## src/debug_trace_pkg.sv

```systemverilog
// Constants, register layout and carrier types of the debug trace status block.
// Assumes a 32-bit Avalon-MM master and trace capture logic on the same clock.
package debug_trace_pkg;

    // ==================================================================
    // Bus geometry and register offsets.
    localparam int ADDR_W = 4;
    localparam int DATA_W = 32;
    localparam logic [3:0] CTRL_OFS = 4'h0;
    localparam logic [3:0] STAT_OFS = 4'h4;

    // ==================================================================
    // Control register fields and reset value.
    localparam int CTRL_ENABLE_BIT = 0;
    localparam int CTRL_PRIME_BIT = 1;
    localparam int CTRL_MODE_BIT = 2;
    localparam logic CTRL_ENABLE_RESET = 1'b0;
    localparam logic CTRL_PRIME_RESET = 1'b0;
    localparam logic CTRL_MODE_RESET = 1'b0;

    // ==================================================================
    // Status register fields and reset values.
    localparam int STAT_MATCH_A_BIT = 7;
    localparam int STAT_MATCH_B_BIT = 6;
    localparam int STAT_PRIMED_BIT = 5;
    localparam int STAT_UNUSED_BIT = 4;
    localparam int STAT_CNT_LSB = 0;
    localparam int CNT_W = 4;
    localparam logic [3:0] CNT_RESET = 4'h0;
    localparam logic FLAG_RESET = 1'b0;

    // ==================================================================
    // Trace storage depth in words.
    localparam int FIFO_DEPTH = 8;

    // ==================================================================
    // Carrier types.
    typedef struct packed {
        logic read;
        logic write;
        logic [ADDR_W-1:0] address;
        logic [DATA_W-1:0] writedata;
        logic [3:0] byteenable;
    } avmm_req_t;

    typedef struct packed {
        logic match_a;
        logic match_b;
        logic word_captured;
        logic word_read;
        logic trigger;
    } trace_evt_t;

endpackage

```

## src/match_flag_cell.sv

```systemverilog
// Sticky match flag cleared by a run start and set by a comparator hit.
// Assumes both strobes are one-cycle pulses on ref_clk.
`timescale 1ns/1ps
module match_flag_cell (
    // Clock and reset.
    input wire logic ref_clk,
    input wire logic rst,
    // Events.
    input wire logic clear_pulse,
    input wire logic set_pulse,
    // Flag.
    output logic flag
);
    import debug_trace_pkg::*;

    logic flag_reg;
    logic flag_next;

    // ==================================================================
    // Flag update; a hit in the clearing cycle is kept.
    assign flag_next = set_pulse | (flag_reg & ~clear_pulse);

    always_ff @(posedge ref_clk or posedge rst) begin
        if (rst) begin
            flag_reg <= FLAG_RESET;
        end else begin
            flag_reg <= flag_next;
        end
    end

    assign flag = flag_reg;
endmodule

```

## src/debug_trace_status.sv

```systemverilog
// Debug trace status block: control and status registers, run sequencing.
// Assumes comparators and trace storage strobe events on ref_clk.
//
// Decided for this implementation: the register offsets and register access over Avalon-MM.
`timescale 1ns/1ps

// Summary of operation
// - Status register is read only from bus.
// - Match A flag clears at run start.
// - Match B flag clears at run start.
// - Primed flag mirrors prime bit while enabled.
// - Prime write with enable starts run.
// - Hardware clears primed flag at run end.
// - Run ends on full in begin mode, on trigger in end mode.
// - Clearing prime or enable ends run.
// - Word count clears at start, holds at end.
// - Storage reads never decrement word count.
// - Word count is plain binary, zero to eight.
module debug_trace_status #(
    parameter int DEPTH = debug_trace_pkg::FIFO_DEPTH
) (
    // Clock and reset.
    input wire logic ref_clk,
    input wire logic rst,
    // Register bus.
    input wire debug_trace_pkg::avmm_req_t avs_req,
    output logic [debug_trace_pkg::DATA_W-1:0] avs_readdata,
    output logic avs_waitrequest,
    // Comparator and trace storage events.
    input wire debug_trace_pkg::trace_evt_t trace_evt,
    // Run state to capture logic.
    output logic trace_primed,
    output logic end_trace_mode,
    output logic run_start,
    output logic run_end
);
    import debug_trace_pkg::*;

    // ==================================================================
    // Elaboration check.
    if (DEPTH < 1 || DEPTH > 15) begin : g_depth_check
        $error("DEPTH must lie between 1 and 15");
    end

    localparam logic [CNT_W-1:0] DEPTH_CNT = CNT_W'(DEPTH);
    localparam logic [CNT_W-1:0] LAST_CNT = CNT_W'(DEPTH - 1);

    typedef enum logic {RUN_IDLE, RUN_ACTIVE} run_state_t;

    run_state_t state_reg;
    run_state_t state_next;
    logic ack_reg;
    logic enable_reg;
    logic enable_next;
    logic prime_reg;
    logic prime_next;
    logic mode_reg;
    logic mode_next;
    logic [CNT_W-1:0] count_reg;
    logic [CNT_W-1:0] count_next;
    logic [DATA_W-1:0] readdata_reg;
    logic [DATA_W-1:0] readdata_next;
    logic match_a_flag;
    logic match_b_flag;

    // ==================================================================
    // Bus decode.
    wire bus_req = avs_req.read | avs_req.write;
    wire hit_ctrl = (avs_req.address == CTRL_OFS);
    wire hit_stat = (avs_req.address == STAT_OFS);
    wire wr_accept = avs_req.write & ack_reg;
    wire wr_ctrl = wr_accept & hit_ctrl & avs_req.byteenable[0];
    wire wr_stat = wr_accept & hit_stat;
    wire wr_enable = avs_req.writedata[CTRL_ENABLE_BIT];
    wire wr_prime = avs_req.writedata[CTRL_PRIME_BIT];
    wire wr_mode = avs_req.writedata[CTRL_MODE_BIT];

    assign avs_waitrequest = bus_req & ~ack_reg;

    // ==================================================================
    // Run control decode.
    wire is_active = (state_reg == RUN_ACTIVE);
    wire is_idle = (state_reg == RUN_IDLE);
    wire start_hit = wr_ctrl & wr_enable & wr_prime & is_idle;
    wire manual_end = is_active & wr_ctrl & (~wr_enable | ~wr_prime);
    wire fill_end = ~mode_reg & trace_evt.word_captured
                    & (count_reg == LAST_CNT);
    wire trig_end = mode_reg & trace_evt.trigger;
    wire hw_end = is_active & (fill_end | trig_end);
    wire end_hit = hw_end | manual_end;
    wire count_step = is_active & trace_evt.word_captured
                      & (count_reg < DEPTH_CNT);

    // ==================================================================
    // Next state of control register and run.
    assign enable_next = wr_ctrl ? wr_enable : enable_reg;
    assign mode_next = wr_ctrl ? wr_mode : mode_reg;
    assign prime_next = start_hit ? 1'b1
                        : (hw_end | (wr_ctrl & ~(wr_enable & wr_prime)))
                        ? 1'b0 : prime_reg;
    assign state_next = start_hit ? RUN_ACTIVE
                        : end_hit ? RUN_IDLE : state_reg;
    assign count_next = start_hit ? CNT_RESET
                        : count_step ? CNT_W'(count_reg + 4'h1)
                        : count_reg;

    // ==================================================================
    // Status word.
    // primed image
    wire primed_flag = enable_reg & prime_reg;
    wire [7:0] status_word = {match_a_flag, match_b_flag, primed_flag,
                              1'b0, count_reg};
    assign readdata_next = hit_ctrl
        ? {29'h0, mode_reg, prime_reg, enable_reg}
        : hit_stat ? {24'h0, status_word} : 32'h0;

    // ==================================================================
    // Registers.
    always_ff @(posedge ref_clk or posedge rst) begin
        if (rst) begin
            ack_reg <= 1'b0;
            readdata_reg <= 32'h0;
        end else begin
            ack_reg <= bus_req & ~ack_reg;
            if (avs_req.read & ~ack_reg) begin
                readdata_reg <= readdata_next;
            end
        end
    end

    always_ff @(posedge ref_clk or posedge rst) begin
        if (rst) begin
            state_reg <= RUN_IDLE;
            enable_reg <= CTRL_ENABLE_RESET;
            prime_reg <= CTRL_PRIME_RESET;
            mode_reg <= CTRL_MODE_RESET;
            count_reg <= CNT_RESET;
        end else begin
            state_reg <= state_next;
            enable_reg <= enable_next;
            prime_reg <= prime_next;
            mode_reg <= mode_next;
            count_reg <= count_next;
        end
    end

    // ==================================================================
    // Match flags.
    // match A
    match_flag_cell u_match_a (
        .ref_clk(ref_clk),
        .rst(rst),
        .clear_pulse(start_hit),
        .set_pulse(is_active & trace_evt.match_a),
        .flag(match_a_flag)
    );

    match_flag_cell u_match_b (
        .ref_clk(ref_clk),
        .rst(rst),
        .clear_pulse(start_hit),
        .set_pulse(is_active & trace_evt.match_b),
        .flag(match_b_flag)
    );

    // ==================================================================
    // Outputs.
    assign avs_readdata = readdata_reg;
    assign trace_primed = primed_flag;
    assign end_trace_mode = mode_reg;
    assign run_start = start_hit;
    assign run_end = end_hit;
endmodule

```

## config.mk

```make
export PLATFORM = sky130hd
export DESIGN_NAME = debug_trace_status
export DESIGN_NICKNAME = d
export VERILOG_FILES = /design/src/debug_trace_pkg.sv /design/src/match_flag_cell.sv /design/src/debug_trace_status.sv
export SDC_FILE = /design/constraint.sdc
export NUM_CORES = 1
export LEC_CHECK = 0
export ABC_CLOCK_PERIOD_IN_PS = 3400
export CAP_MARGIN = 0
export CORE_UTILIZATION = 50
export CTS_CLUSTER_SIZE = 28
export DETAILED_ROUTE_END_ITERATION = 16
export DONT_BUFFER_PORTS = 1
export PLACE_DENSITY_LB_ADDON = 0.1
export SYNTH_ARGS = -nofsm -noshare
export SYNTH_HDL_FRONTEND = slang
export SYNTH_SLANG_ARGS = --single-unit
```

## constraint.sdc

```tcl
create_clock -name ref_clk -period 3.4 [get_ports ref_clk]
set_input_delay 0.17 -clock ref_clk [delete_from_list [all_inputs] [get_ports ref_clk]]
set_output_delay 0.17 -clock ref_clk [all_outputs]
set_load 0.02 [all_outputs]
```

### Word-level counts from Yosys, hierarchy flattened

Cells that the tools add are included.

| cells by class | value |
|---|---|
| $add $sub $neg | 1 |
| multipliers | 0 |
| div/mod/pow operators | 0 |
| $lt $le $gt $ge | 1 |
| eq/ne operators | 2 |
| shifts and indexed selects | 0 |
| muxes and demuxes | 8 |
| bitwise gates (word level) | 37 |
| reductions and logical operators | 4 |

Operators with widths:

| cell | count |
|---|---|
| AND 1 bit | 23 |
| two-way mux 8 bit | 2 |
| == test 4 x 3 -> 1 bit, second input constant | 2 |
| two-way mux 4 bit | 2 |
| inverter 1 bit | 7 |
| bitwise OR 1 bit | 7 |
| nonzero test 2 bit | 3 |
| adder 4 x 1 -> 4 bit, second input constant | 1 |
| logical NOT 4 bit | 1 |
| < comparator 4 bit, second input constant | 1 |
| two-way mux 1 bit | 4 |

| storage, ports and cells | value |
|---|---|
| flip-flop bits (word level) | 43 |
| latch bits | 0 |
| memory bits (writable) | 0 |
| bits in read-only memories | 0 |
| bits of input ports | 49 |
| output and inout bits | 37 |
| memories kept | 0 |

### Logic depth before layout (Yosys ltp)

| logic depth | value |
|---|---|
| depth in word-level cells | 9 |
| mapped depth | 5 |
| mapped depth without buffers | 4 |

### Cells and area by module

Synthesis repeated with hierarchy kept, for this count alone.

| unflattened totals | value |
|---|---|
| cell total of the unflattened synthesis | 117 |
| area total of the unflattened synthesis | 1123.6 um2 |

Modules (own cells, without submodules):

| module | instances | cells each | area an instance (um2) | seq. area each (um2) |
|---|---|---|---|---|
| debug_trace_status | 1 | 109 | 1043.5 | 400.4 |
| match_flag_cell | 2 | 4 | 40.0 | 25.0 |

### Worst setup path before layout

OpenSTA, ideal clock, no wires.

| timing path | value |
|---|---|
| path kind | in2reg |
| start | in avs_req[39] (netlist name) |
| end | reg count_reg[0] |
| setup time | 0.122 ns |
| data arrival time | 1.397 ns |
| path slack | 1.881 ns |
| cell stages on the path | 5 |
| path buffers | 1 |
| path through | or3_1 > clkbuf_2 > or4_4 > inv_2 > nor2_1 |

| on the way | value |
|---|---|
| word-level cells in the longest chain between the ends | 7 |
| elaborated cells between the ends (all ways) | 8 |
| those cells by class | mux: 1; bitwise: 5; reduce/logical: 2 |

Ends and longest elaborated chain:

| item | RTL line | text |
|---|---|---|
| from (decl) | debug_trace_status.sv:26 | `input wire debug_trace_pkg::avmm_req_t avs_req,` |
| logical NOT 4 bit * | debug_trace_status.sv:69 | `wire hit_ctrl = (avs_req.address == CTRL_OFS);` |
| AND 1 bit * (2 in series) | debug_trace_status.sv:72 | `wire wr_ctrl = wr_accept & hit_ctrl & avs_req.byteenable[0];` |
| AND 1 bit * (3 in series) | debug_trace_status.sv:84 | `wire start_hit = wr_ctrl & wr_enable & wr_prime & is_idle;` |
| net run_start | debug_trace_status.sv:34 | `output logic run_start,` |
| two-way mux 4 bit / nonzero test 2 bit (equally long branches) | n/a |  |
| to (signal assigned) | debug_trace_status.sv:143 | `count_reg <= count_next;` |
| to (decl) | debug_trace_status.sv:59 | `logic [CNT_W-1:0] count_reg;` |

The timed path passes the listed nets; every way through them passes the cells marked *.
A chain may end at the register's enable or synchronous reset.

### Final worst setup path

| timing path | value |
|---|---|
| start | reg ack_reg |
| end | out run_start |

| on the way | value |
|---|---|
| word-level cells in the longest chain between the ends | 6 |

Ends and longest elaborated chain:

| item | RTL line | text |
|---|---|---|
| from (decl) | debug_trace_status.sv:52 | `logic ack_reg;` |
| from (signal assigned) | debug_trace_status.sv:124 | `ack_reg <= bus_req & ~ack_reg;` |
| AND 1 bit | debug_trace_status.sv:71 | `wire wr_accept = avs_req.write & ack_reg;` |
| AND 1 bit (2 in series) | debug_trace_status.sv:72 |  |
| AND 1 bit (3 in series) | debug_trace_status.sv:84 |  |
| to (decl) | debug_trace_status.sv:34 |  |

Every way passes these cells.

==> qor.yml <==
run_status:
  outcome: "complete, no violations"
final_layout:
  final_common_cell: "conb_1"
  mostFrequentLayoutCells: "25 x conb_1, 18 x dfrtp_1, 8 x nand2_1, 7 x nor2_1, 6 x o21ai_0"
  drive_above_1_share_pct: 10.1
  largest_reg_flops: 7
  final_nets: 160
  syn_to_final_growth_pct: -1.33
  n_fill_cell: 212
  diodes: 0
  final_area_sq_um: 1020
grt:
  grt_overflow: 0
  grt_pass1_wl_um: 2460
  grt_max_degree: 19
  antenna_found_initial: 0
  grt_pass1_vias: 516
  grt_util_all_layers_pct: 16.5
placed_design:
  routabilityCongestion: 0.800
  dp_hpwl_um: 1330
  dpl_worst_slack_ns: 1.80
  placed_area_sq_um: 952
  io_buffers: 0
timing:
  setup_viol: 0
  worst_slack_ns: 1.67
  min_period_over_period_pct: 50.8
  final.min_clock_period_ns: 1.73
  slew_violations: 0
  clock_skew_ns: 0.00419
  rsz0062_at_grt: "false"
  hold_viol_final: 0
  hold-worst-slack_ns: 0.0270
  max_clock_freq_ghz: 0.579
  slew_headroom_pct: 54.4
  worstMarginPinSlew_ns: 0.683
  fin_tns_setup_ns: 0
yosys:
  syn_area_sq_um: 1030
  synth-seq-cells: 18
  synth.distinct_cells: 31
  yosysWarnings: 0
  syn_area_per_cell_sq_um: 9.65
  synth-seq-area-share_pct: 43.6
  syn_inst: 107
setup_path:
  rrSetupSlack_ns: 1.96
  critical_path_buf_inv_count: 1
  reg2reg_depth: 4
  path_cells: "nand4b_1, or4_4, inv_2"
  reg2reg_from: "ack_reg"
  critPathKind: "flop to output pin"
  cp_slowest_cell: "or4_4"
  cp.required_ns: 3.23
  critPathTopFamily: "simple AND/OR/NAND/NOR gates"
  r2r_end: "count_reg[3]"
  slowest_delay_ns: 0.55
  cp_max_fo: 5
  critPathCaptureType: "output pin"
  worst_ep_arrival_time_ns: 1.56
  cp-start-kind: "flop"
floorplan:
  fp.dieH_um: 47.4
  design.core.area_sq_um: 1940
  io_pins: 86
  initial_core_util_pct: 53.2
  die_w_um: 47.4
  std_cell_rows: 16
  die_area_sq_um: 2250
clock_network:
  cts_resized: 0
  clock-sinks: 18
  cts_tree: "done"
  clock-root-buffer: "clkbuf_4"
  numCtsBuffers: 3
  clkLatencyLatePin_ns: 0.29
  htreeDepth: 1
  path_clk_slew_ns: 0.10
  clockBufferDepth: 2
routing:
  num_vias: 658
  vias_per_cell: 4.84
  dr.pass1.iters: 4
  drcViolationCount: 0
  wl_per_cell_um: 12.4
  route.antenna.remaining_nets: 0
  drt_iter0_drc: 16
  wirelength_um: 1690
power_and_ir_drop:
  total_power_mw: 0.512
  powerDensity_nw_per_um2: 502
  peakVddDrop_uv: 239
  p_leak_nw: 0.503
min_path:
  worstHoldEndpoint: "end_trace_mode"
  min_path_cells: 1
  worstHoldStart: "avs_req[6]"
  min_path_type: "input port to flop"
job:
  drv_cap: 0
==> cell families (layout without fill, tap and decap cells) <==
kind of cell               after synthesis  after routing  share of synthesized area, %
buffers and inverters                   31              9                          20.5
xor gates and xnor gates                 2              2                          1.70
and+or+nand+nor                         32             32                          16.4
AOI/OAI and AO/OA                       16             16                          10.2
DFF                                     18             18                          43.6
muxes                                    6              6                          6.06
adders and majority gates                1              1                          1.21
other                                    1             25                         0.363
==> synthesized netlist by cell type <==
cell / n / area [sq um]
nor2_1: 7 / 26.3
mux2i_1: 4 / 40.0
clkbuf_1: 3 / 11.3
inv_1: 1 / 3.75
a22oi_1: 1 / 7.51
nand3b_1: 1 / 7.51
or4_4: 1 / 11.3
conb_1: 1 / 3.75
and2_1: 1 / 6.26
buf_4: 25 / 188
a21oi_1: 1 / 5.00
o21ai_0: 6 / 30.0
o31ai_1: 3 / 22.5
nand4b_1: 2 / 17.5
o211ai_1: 1 / 7.51
a31oi_1: 1 / 6.26
a31o_2: 1 / 8.76
nand2b_1: 2 / 12.5
xor2_1: 2 / 17.5
or3_1: 1 / 6.26
dfrtp_1: 18 / 450
clkbuf_2: 1 / 5.00
mux2_2: 2 / 22.5
and3_1: 1 / 6.26
nand3_1: 5 / 25.0
nand2_1: 8 / 30.0
nor3_1: 1 / 5.00
ha_1: 1 / 12.5
a22o_1: 2 / 17.5
or3_2: 2 / 15.0
inv_2: 1 / 3.75
==> layer usage <==
metal	vias to the layer above	wire (um)	GRT usage (%)
li1	319	-	-
met1	311	788	23.6
met2	26	759	22.7
met3	2	133	5.66
met4	0	8	6.86
met5	-	0	0
==> stage by stage <==
step           util [%]  instances
2_1_floorplan         -        131
3_3_place_gp       49.0        129
3_5_place_dp       49.0        129
4_1_cts            51.4        134
5_1_grt            52.4        136
6_report           52.4        136
==> timing repair <==
action / 4_1_cts / 5_1_grt
hold buffers: 1 / 2
hold endpoints to repair: 18 / 2
setup buffers: 0 / 0
==> worst register-to-register path: stages (launching register included) <==
cell      delay, ns
dfrtp_1        0.37
nand4b_1       0.19
or4_4          0.55
inv_2          0.16
nor2_1         0.07
==> how the worst max path moves through the flow <==
stage	cells after the start	from	to	slack, ns
after floorplan	5	avs_req[39]	count_reg[0]	1.88
after global routing	3	is_active	run_end	1.54
after global placement	4	avs_req[39]	count_reg[1]	1.81
final	3	ack_reg	run_start	1.67
after detailed placement	4	avs_req[39]	count_reg[1]	1.80
after CTS	3	ack_reg	run_start	1.65
==> report_power, final <==
part           total [mW]  leakage (nW)  internal [mW]  switching (mW)
Combinational      0.0951         0.244         0.0353          0.0598
Clock               0.130        0.0210         0.0652          0.0645
Sequential          0.287         0.239          0.248          0.0384
Total               0.512         0.503          0.349           0.163
==> area by class of cell <==
class | instances | area [sq um] | share of cell area [%]
multi-input cells | 82 | 460 | 45.2
flip-flops and latches | 18 | 450 | 44.2
clock buffers | 4 | 36.3 | 3.56
well taps | 27 | 33.8 | 3.32
repair buffers | 3 | 30.0 | 2.95
inverters | 2 | 7.51 | 0.737
Note: power is estimated with default switching activity, not from simulation.
